### src/pkg/pcs_pkg.sv
// Shared constants and types for the program counter sequencer.
package pcs_pkg;
	// Program counter and instruction widths.
	localparam int PC_W    = 13;
	localparam int WORD_W  = 16;
	localparam int PCL_W   = 8;
	// Return stack geometry.
	localparam int STK_DEPTH = 8;
	localparam int STK_PTR_W = 3;
	localparam int STK_CNT_W = 4;
	// Number of interrupt sources with fixed vectors.
	localparam int INT_N = 6;
	// Two documented system clock rates in hertz.
	localparam int SLOW_CLK_HZ = 32768;
	localparam int FAST_CLK_HZ = 3580000;
	// System clock periods per instruction cycle.
	localparam int PHASES = 4;
	// Register indices; the byte address is four times the index.
	localparam logic [3:0] IDX_PCL    = 4'h6;
	localparam logic [3:0] IDX_CTRL   = 4'h8;
	localparam logic [3:0] IDX_STATUS = 4'h9;
	// Control register field and status register field positions.
	localparam int CTRL_FAST_BIT  = 0;
	localparam int STAT_DEPTH_LSB = 16;
	localparam int STAT_FULL_BIT  = 20;
	// Reset values.
	localparam logic [PC_W-1:0]   PC_RESET   = 13'h0000;
	localparam logic [WORD_W-1:0] WORD_DUMMY = 16'h0000;
	localparam logic              FAST_RESET = 1'b0;
	// Fixed vectors in priority order.
	localparam logic [PC_W-1:0] VEC_EXT    = 13'h0004;
	localparam logic [PC_W-1:0] VEC_TMR0   = 13'h0008;
	localparam logic [PC_W-1:0] VEC_TMR1   = 13'h000C;
	localparam logic [PC_W-1:0] VEC_PERIPH = 13'h0010;
	localparam logic [PC_W-1:0] VEC_RTC    = 13'h0014;
	localparam logic [PC_W-1:0] VEC_DIALER = 13'h0018;
	// Phase states in Gray order along the cycle.
	typedef enum logic [1:0] {
		PCS_PH_A = 2'h0,
		PCS_PH_B = 2'h1,
		PCS_PH_C = 2'h3,
		PCS_PH_D = 2'h2
	} pcs_phase_t;
endpackage

### src/pkg/pcs_core_if.sv
// Interface joining the sequencer to its phase generator and return stack.
`timescale 1ns/1ps
interface pcs_core_if;
	import pcs_pkg::*;
	logic [PHASES-1:0]    phase_onehot; // One-hot phase clocks.
	logic                 last_phase;   // High in the final phase of a cycle.
	logic                 push;         // Push a return address.
	logic                 pop;          // Pop the top return address.
	logic [PC_W-1:0]      push_data;    // Address to push.
	logic [PC_W-1:0]      top_data;     // Registered top entry.
	logic                 full;         // All levels hold an entry.
	logic [STK_CNT_W-1:0] depth;        // Entries held.
	modport seq (input phase_onehot, last_phase, top_data, full, depth,
		output push, pop, push_data);
	modport phs (output phase_onehot, last_phase);
	modport stk (input push, pop, push_data, output top_data, full, depth);
endinterface

### src/rtl/pcs_phase_gen.sv
// Divides the system clock into four non-overlapping instruction phases.
`timescale 1ns/1ps
module pcs_phase_gen
	import pcs_pkg::*;
(
	// Clock and reset.
	input  wire logic CLK_IN,
	input  wire logic RST_IN,
	// Phase outputs.
	pcs_core_if.phs   ifc
);
	pcs_phase_t       ph_q;     // Current phase.
	pcs_phase_t       ph_d;     // Next phase.
	logic [PHASES-1:0] oh_q;    // Registered one-hot phase.
	logic [PHASES-1:0] oh_d;    // Next one-hot phase.

	// Step through the phases; one instruction cycle is four clocks.
	always_comb begin
		unique case (ph_q)
			PCS_PH_A: ph_d = PCS_PH_B;
			PCS_PH_B: ph_d = PCS_PH_C;
			PCS_PH_C: ph_d = PCS_PH_D;
			PCS_PH_D: ph_d = PCS_PH_A;
		endcase
		unique case (ph_d)
			PCS_PH_A: oh_d = 4'h1;
			PCS_PH_B: oh_d = 4'h2;
			PCS_PH_C: oh_d = 4'h4;
			PCS_PH_D: oh_d = 4'h8;
		endcase
	end

	// Register the phase; reset starts a fresh cycle in phase A.
	always_ff @(posedge CLK_IN) begin
		if (RST_IN) begin
			ph_q <= PCS_PH_A;
			oh_q <= 4'h1;
		end else begin
			ph_q <= ph_d;
			oh_q <= oh_d;
		end
	end

	assign ifc.phase_onehot = oh_q;
	assign ifc.last_phase   = (ph_q == PCS_PH_D);
endmodule

### src/rtl/pcs_return_stack.sv
// Eight-level circular return address stack with a registered top entry.
`timescale 1ns/1ps
module pcs_return_stack
	import pcs_pkg::*;
(
	// Clock and reset.
	input  wire logic CLK_IN,
	input  wire logic RST_IN,
	// Stack port.
	pcs_core_if.stk   ifc
);
	logic [PC_W-1:0]      mem [STK_DEPTH];  // Entry storage.
	logic [STK_PTR_W-1:0] wp_q;             // Next free slot.
	logic [STK_PTR_W-1:0] wp_d;             // Next value of the slot pointer.
	logic [STK_CNT_W-1:0] cnt_q;            // Entries held, saturating.
	logic [STK_CNT_W-1:0] cnt_d;            // Next entry count.
	logic [PC_W-1:0]      top_q;            // Registered top entry.

	// Pointer arithmetic. A push onto a full stack wraps and overwrites the
	// oldest entry, so only the eight most recent addresses survive.
	always_comb begin
		wp_d  = wp_q;
		cnt_d = cnt_q;
		if (ifc.push) begin
			wp_d = wp_q + 3'h1;
			if (cnt_q != 4'h8) begin
				cnt_d = cnt_q + 4'h1;
			end
		end else if (ifc.pop && (cnt_q != 4'h0)) begin
			wp_d  = wp_q - 3'h1;
			cnt_d = cnt_q - 4'h1;
		end
	end

	// Top entry lags a push by one clock; pops come at least a cycle later.
	always_ff @(posedge CLK_IN) begin
		if (RST_IN) begin
			wp_q  <= 3'h0;
			cnt_q <= 4'h0;
			top_q <= PC_RESET;
		end else begin
			wp_q  <= wp_d;
			cnt_q <= cnt_d;
			top_q <= mem[wp_q - 3'h1];
		end
	end

	// Storage write; not reset, and the count guards only pops, not the top entry read.
	always_ff @(posedge CLK_IN) begin
		if (ifc.push) begin
			mem[wp_q] <= ifc.push_data;
		end
	end

	assign ifc.top_data = top_q;
	assign ifc.full     = (cnt_q == 4'h8);
	assign ifc.depth    = cnt_q;
endmodule

### src/rtl/pcs_sequencer.sv
// Instruction sequencer: phases, fetch pipeline, program counter, register bus.
`timescale 1ns/1ps
module pcs_sequencer
	import pcs_pkg::*;
(
	// Clock and reset.
	input  wire logic                        CLK_IN,
	input  wire logic                        RST_IN,
	// Classic Wishbone slave.
	input  wire logic                        WB_CYC_IN,
	input  wire logic                        WB_STB_IN,
	input  wire logic                        WB_WE_IN,
	input  wire logic [5:0]                  WB_ADR_IN,
	input  wire logic [3:0]                  WB_SEL_IN,
	input  wire logic [31:0]                 WB_DAT_IN,
	output logic      [31:0]                 WB_DAT_OUT,
	output logic                             WB_ACK_OUT,
	// Program ROM.
	output logic      [pcs_pkg::PC_W-1:0]    ROM_ADDR_OUT,
	output logic                             ROM_RD_OUT,
	input  wire logic [pcs_pkg::WORD_W-1:0]  ROM_DATA_IN,
	// Execution unit.
	output logic      [pcs_pkg::WORD_W-1:0]  EXEC_WORD_OUT,
	output logic                             EXEC_VALID_OUT,
	output logic      [pcs_pkg::PHASES-1:0]  PHASE_OUT,
	input  wire logic                        CTL_JUMP_IN,
	input  wire logic                        CTL_CALL_IN,
	input  wire logic                        CTL_RET_IN,
	input  wire logic                        CTL_SKIP_IN,
	// Interrupt sources.
	input  wire logic [pcs_pkg::INT_N-1:0]   INT_REQ_IN,
	output logic      [pcs_pkg::INT_N-1:0]   INT_ACK_OUT,
	// System clock rate select.
	output logic                             FAST_CLK_SEL_OUT
);
	// Internal connections to the phase generator and the return stack.
	pcs_core_if ifc ();

	logic [PC_W-1:0]   pc_q;        // Address of the word being fetched.
	logic [PC_W-1:0]   pc_d;        // Next fetch address.
	logic [WORD_W-1:0] word_q;      // Word in the execute stage.
	logic [WORD_W-1:0] word_d;      // Next execute word.
	logic              valid_q;     // Execute word is real, not a dummy.
	logic              valid_d;     // Next execute-valid flag.
	logic              pend_q;      // Software low-byte write waits.
	logic              pend_d;      // Next pending flag.
	logic [PCL_W-1:0]  pclv_q;      // Pending low-byte value.
	logic [PCL_W-1:0]  pclv_d;      // Next pending value.
	logic              fast_q;      // Fast system clock selected.
	logic              fast_d;      // Next clock select.
	logic              ack_q;       // Bus acknowledge.
	logic              ack_d;       // Next acknowledge.
	logic [31:0]       rdat_q;      // Bus read data.
	logic [31:0]       rdat_d;      // Next read data.
	logic [INT_N-1:0]  iack_q;      // Interrupt acknowledge pulse.
	logic [INT_N-1:0]  iack_d;      // Next acknowledge pulse.
	logic              bus_new;     // A bus request not yet answered.
	logic [3:0]        idx;         // Register index from the byte address.
	logic [INT_N-1:0]  int_pick;    // Highest priority pending request.

	// Phase clocks for the whole core.
	pcs_phase_gen u_phase (
		.CLK_IN (CLK_IN),
		.RST_IN (RST_IN),
		.ifc    (ifc.phs)
	);

	// Hardware return stack.
	pcs_return_stack u_stack (
		.CLK_IN (CLK_IN),
		.RST_IN (RST_IN),
		.ifc    (ifc.stk)
	);

	// Picks the lowest numbered request, which owns the lowest vector.
	function automatic logic [INT_N-1:0] first_req(input logic [INT_N-1:0] req);
		logic [INT_N-1:0] one;
		one = '0;
		for (int i = INT_N - 1; i >= 0; i--) begin
			if (req[i]) begin
				one = '0;
				one[i] = 1'b1;
			end
		end
		return one;
	endfunction

	// Maps a one-hot request to its fixed service address.
	function automatic logic [PC_W-1:0] vector_of(input logic [INT_N-1:0] one);
		logic [PC_W-1:0] v;
		v = PC_RESET;
		unique case (1'b1)
			one[0]:  v = VEC_EXT;
			one[1]:  v = VEC_TMR0;
			one[2]:  v = VEC_TMR1;
			one[3]:  v = VEC_PERIPH;
			one[4]:  v = VEC_RTC;
			one[5]:  v = VEC_DIALER;
			default: v = PC_RESET;
		endcase
		return v;
	endfunction

	// Read multiplexer; unmapped and reserved bits read as zero.
	function automatic logic [31:0] reg_read(input logic [3:0] i);
		logic [31:0] r;
		r = 32'h0000_0000;
		unique case (i)
			IDX_PCL:    r[PCL_W-1:0] = pc_q[PCL_W-1:0];
			IDX_CTRL:   r[CTRL_FAST_BIT] = fast_q;
			IDX_STATUS: begin
				r[PC_W-1:0] = pc_q;
				r[STAT_DEPTH_LSB +: STK_CNT_W] = ifc.depth;
				r[STAT_FULL_BIT] = ifc.full;
			end
			default:    r = 32'h0000_0000;
		endcase
		return r;
	endfunction

	assign bus_new  = WB_CYC_IN && WB_STB_IN && !ack_q;
	assign idx      = WB_ADR_IN[5:2];
	assign int_pick = first_req(INT_REQ_IN);

	// Next-state logic. Every decision about the counter is made at the last
	// phase, so the execution unit has the whole cycle to settle its controls.
	always_comb begin
		pc_d           = pc_q;
		word_d         = word_q;
		valid_d        = valid_q;
		pend_d         = pend_q;
		pclv_d         = pclv_q;
		fast_d         = fast_q;
		ack_d          = bus_new;
		rdat_d         = rdat_q;
		iack_d         = '0;
		ifc.push       = 1'b0;
		ifc.pop        = 1'b0;
		ifc.push_data  = pc_q;
		if (ifc.last_phase) begin
			// A dummy replaces the prefetched word unless no transfer occurs.
			valid_d = 1'b0;
			word_d  = WORD_DUMMY;
			if (valid_q && CTL_RET_IN) begin
				// Return restores all bits from the top of the stack.
				pc_d    = ifc.top_data;
				ifc.pop = 1'b1;
			end else if (valid_q && (CTL_JUMP_IN || CTL_CALL_IN)) begin
				// Target is the address field of the executing word.
				pc_d     = word_q[PC_W-1:0];
				ifc.push = CTL_CALL_IN;
			end else if (valid_q && CTL_SKIP_IN) begin
				// Drop the prefetched word and fetch the one after it.
				pc_d = pc_q + 13'h0001;
			end else if (pend_q) begin
				// Short jump keeps the page bits of the counter.
				pc_d   = {pc_q[PC_W-1:PCL_W], pclv_q};
				pend_d = 1'b0;
			end else if (valid_q && (INT_REQ_IN != '0) && !ifc.full) begin
				// A full stack holds the request back until a return frees a
				// level, so an acknowledge never overwrites a return address.
				pc_d     = vector_of(int_pick);
				iack_d   = int_pick;
				ifc.push = 1'b1;
			end else begin
				// Plain flow: the fetched word moves to execute.
				word_d  = ROM_DATA_IN;
				valid_d = 1'b1;
				pc_d    = pc_q + 13'h0001;
			end
		end
		// Bus access; a write taken here wins over the consume above.
		if (bus_new) begin
			if (WB_WE_IN) begin
				if ((idx == IDX_PCL) && WB_SEL_IN[0]) begin
					pend_d = 1'b1;
					pclv_d = WB_DAT_IN[PCL_W-1:0];
				end
				if ((idx == IDX_CTRL) && WB_SEL_IN[0]) begin
					fast_d = WB_DAT_IN[CTRL_FAST_BIT];
				end
			end else begin
				rdat_d = reg_read(idx);
			end
		end
	end

	// State registers; reset starts fetching at address zero.
	always_ff @(posedge CLK_IN) begin
		if (RST_IN) begin
			pc_q    <= PC_RESET;
			word_q  <= WORD_DUMMY;
			valid_q <= 1'b0;
			pend_q  <= 1'b0;
			pclv_q  <= 8'h00;
			fast_q  <= FAST_RESET;
			ack_q   <= 1'b0;
			rdat_q  <= 32'h0000_0000;
			iack_q  <= '0;
		end else begin
			pc_q    <= pc_d;
			word_q  <= word_d;
			valid_q <= valid_d;
			pend_q  <= pend_d;
			pclv_q  <= pclv_d;
			fast_q  <= fast_d;
			ack_q   <= ack_d;
			rdat_q  <= rdat_d;
			iack_q  <= iack_d;
		end
	end

	// Outputs. The ROM is read at the start of the cycle and its data are
	// sampled at the last phase, which gives it three clocks of access time.
	assign ROM_ADDR_OUT     = pc_q;
	assign ROM_RD_OUT       = ifc.phase_onehot[0];
	assign EXEC_WORD_OUT    = word_q;
	assign EXEC_VALID_OUT   = valid_q;
	assign PHASE_OUT        = ifc.phase_onehot;
	assign INT_ACK_OUT      = iack_q;
	assign FAST_CLK_SEL_OUT = fast_q;
	assign WB_ACK_OUT       = ack_q;
	assign WB_DAT_OUT       = rdat_q;
endmodule

### config.mk
export PLATFORM = sky130hd
export DESIGN_NAME = pcs_sequencer
export DESIGN_NICKNAME = d
export VERILOG_FILES = /design/src/pkg/pcs_pkg.sv /design/src/pkg/pcs_core_if.sv /design/src/rtl/pcs_phase_gen.sv /design/src/rtl/pcs_return_stack.sv /design/src/rtl/pcs_sequencer.sv
export SDC_FILE = /design/constraint.sdc
export NUM_CORES = 1
export LEC_CHECK = 0
export ABC_AREA = 1
export BUFFER_PORTS_ARGS = -buffer_cell sky130_fd_sc_hd__buf_2
export CORE_MARGIN = 2
export CORE_UTILIZATION = 40
export CTS_CLUSTER_DIAMETER = 50
export DETAILED_ROUTE_END_ITERATION = 10
export PLACE_DENSITY = 0.65
export REMOVE_ABC_BUFFERS = 1
export SLEW_MARGIN = 0
export SYNTH_ARGS = -nofsm -noshare
export SYNTH_HDL_FRONTEND = slang
export SYNTH_SLANG_ARGS = --single-unit
### constraint.sdc
create_clock -name CLK_IN -period 3.49 [get_ports CLK_IN]
set_input_delay 0.5235 -clock CLK_IN [delete_from_list [all_inputs] [get_ports CLK_IN]]
set_output_delay 0.5235 -clock CLK_IN [all_outputs]
set_load 0.05 [all_outputs]
==> qor.csv <==
metric,value,unit
status,finished clean,
yosys.area_share.simple,15.1,%
r2r_end,u_stack.ifc.top_data[12],
grt_setup_unrepaired,no,
die-area,21300,um2
hold_path_end,INT_ACK_OUT[5],
hpwl,13.2,mm
synth_area,8060,um2
drt-total-wl,19.8,mm
io_buffers,104,
areaGrowthSynthToFinish,17.0,%
hp-class,in2reg,
cts-buffers-inserted,17,
fin_crit,2.55,ns
path_class,reg2reg,
synthAdderAreaFrac,0.776,%
fillers,1863,
drcViolationCount,0,
insertion_delay,0.43,ns
die_width,146,um
crit_chain,inv_1 > ha_1 > inv_1 > o21ai_0 > o22ai_1 > o21ai_0 > a31oi_1,
end_kind,flop,
synth_edf_count,104,
hold_buffers,0,
fmaxAchievable,0.393,GHz
r2r_cells,7,
yosys_warnings,0,
rows,51,
worst-slew-pin-transition,1.09,ns
cp.required,3.81,ns
cts.sinks,195,
drtIter0Drc,553,
final_hold_viol_count,0,
cts_resized,0,
multi_input_area,2700,um2
synth_area_per_cell,9.75,um2
synthXorXnorAreaFrac,0.760,%
root_buffer,clkbuf_16,
synth-seq-cells,195,
reg2reg_from,u_stack.wp_q[1],
pre_cts_slack,0.948,ns
cts_setup_buffers,0,
cap_violations,0,
gp_congestion,0.847,
rrSetupSlack,0.94,ns
initial_core_util,41.0,%
synth_mux_area_share,0,%
die_y,146,um
max_stage_delay,0.63,ns
path_max_fanout,26,
cts_tree,done,
worst_ep_arrival_time,2.87,ns
min-delay-start,INT_REQ_IN[4],
grt_util_all_layers,18.6,%
ys.flop_type,edfxtp_1,
powerDensity,501,nW/um2
tns,0,ns
synth_cell_types,42,
overflow,0,
num_vias,6095,
setup_violations,0,
wl_per_cell,16.4,um
worst_slack,0.944,ns
synth_seq_area_share,61.3,%
cts.reportedPaths.clkPinSlew,0.07,ns
synth_compound_area_share,15.8,%
core,19700,um2
synthCells,827,
vias_per_cell,5.03,
async_flop_share,0,%
synth_top_family_by_area,compound AO/OA/AOI/OAI gates,
ant_nets,0,
relSlewSlack,27.1,%
drv_slew,0,
grt_max_degree,57,
regArea,4940,um2
antenna_cells,0,
final_nets,1012,
crit_family,compound AO/OA/AOI/OAI gates,
boundaryPins,148,
grt_pass1_wl,31.2,mm
leakagePower,3.75,nW
crit_path_start_kind,flop,
fin_skew,0.0106,ns
clockBufferDepth,2,
worst-path-buf-inv,2,
htreeDepth,4,
finalCritPeriodShare,73.0,%
irDropWorstVdd,0.304,mV
first_pass_iters,6,
cpMaxStageDelayCell,inv_1,
total_power,4.73,mW
grt_pass1_vias,5668,
drive_above_1_share,20.3,%
whs_path_depth,2,
antenna_found_initial,0,
-- report_power, final --
| group | leakage, nW | internal [mW] | switching, mW |
|---|---|---|---|
| Sequential | 1.73 | 2.44 | 0.0335 |
| Clock | 0.266 | 0.986 | 0.803 |
| Combinational | 1.75 | 0.119 | 0.341 |
-- routing by layer --
layer / wire, um / vias to the layer above / track usage [%]
met5: 0 / - / 0
met3: 1070 / 33 / 3.89
li1: - / 3050 / -
met4: 350 / 0 / 5.97
met2: 9030 / 217 / 30.0
met1: 9380 / 2795 / 25.3
-- flip-flops by register name (all words and copies together) (netlist names) --
name / count
u_phase.ph_q: 2
FAST_CLK_SEL_OUT: 1
INT_ACK_OUT: 6
EXEC_WORD_OUT: 16
u_stack.ifc.top_data: 13
u_stack.mem: 104
EXEC_VALID_OUT: 1
WB_DAT_OUT: 18
pend_q: 1
u_stack.wp_q: 3
WB_ACK_OUT: 1
u_phase.ifc.phase_onehot: 4
pclv_q: 8
u_stack.ifc.depth: 4
ROM_ADDR_OUT: 13
-- through the flow --
stage	cells	utilization, %	area [um2]	hold WS [ns]
after floorplan	791	-	7870	0.432
after global placement	1180	45.3	8900	0.439
after detailed placement	1180	45.3	8900	0.448
after CTS	1212	48.0	9430	0.289
after global routing	1212	48.0	9430	0.301
final	1212	48.0	9430	0.305
-- area by class of cell --
cell class,count,share of cell area (%)
inverters,69,2.75
repair buffers,124,7.11
flip-flops and latches,195,52.4
multi-input cells,527,28.6
clock inverters,5,0.292
well taps,265,3.52
clock buffers,27,5.33
-- cells in the final DEF, fill, tap and decap left out, types with 21 or more instances in the layout --
| master | n |
|---|---|
| nor2_1 | 129 |
| buf_2 | 104 |
| edfxtp_1 | 104 |
| o21ai_0 | 92 |
| dfxtp_1 | 91 |
| nand2_1 | 87 |
| inv_1 | 57 |
| a21oi_1 | 43 |
| a31oi_1 | 21 |
-- kinds of logic (layout without fill, tap and decap cells) --
family          count (synthesis)  after routing
compound gates                220            220
other cells                     1             14
buf+inv                       118            225
simple gates                  281            281
xor+xnor                        7              7
fa+ha+maj                       5              5
flops                         195            195
-- synthesized netlist by cell type, types with 7 or more instances --
cell | number | share of area, %
clkbuf_1 | 28 | 1.3
nor2_4 | 7 | 0.98
o21ai_1 | 18 | 1.1
nor2_1 | 129 | 6.0
o21ai_0 | 92 | 5.7
buf_4 | 15 | 1.4
nand2_2 | 7 | 0.54
dfxtp_1 | 91 | 23
nand2_1 | 87 | 4.0
nor3_1 | 13 | 0.81
nand4_1 | 7 | 0.54
inv_2 | 10 | 0.47
a31oi_1 | 21 | 1.6
o22ai_1 | 18 | 1.4
a21oi_1 | 43 | 2.7
inv_1 | 57 | 2.7
a32o_1 | 8 | 0.99
nand3_1 | 20 | 1.2
edfxtp_1 | 104 | 39
-- worst max path at each step --
stage	startpoint	to	slack, ns	cells after the start
6_report	u_stack.wp_q[1]	u_stack.ifc.top_data[12]	0.94	7
2_1_floorplan	u_stack.wp_q[0]	u_stack.ifc.top_data[12]	-0.59	7
5_1_grt	u_stack.wp_q[1]	u_stack.ifc.top_data[12]	0.72	7
4_1_cts	u_stack.wp_q[1]	u_stack.ifc.top_data[12]	0.92	7
3_5_place_dp	u_stack.wp_q[1]	u_stack.ifc.top_data[12]	0.95	7
3_3_place_gp	CTL_CALL_IN	u_stack.ifc.depth[3]	0.93	15
-- worst reg2reg max path, delay by kind of cell, from the launching register on --
family | cells | cell delay, ns
buffers and inverters | 2 | 0.78
adders and majority gates | 1 | 0.31
DFF | 1 | 0.53
AOI/OAI and AO/OA | 4 | 0.82
Power figures use the tool's default switching activity.
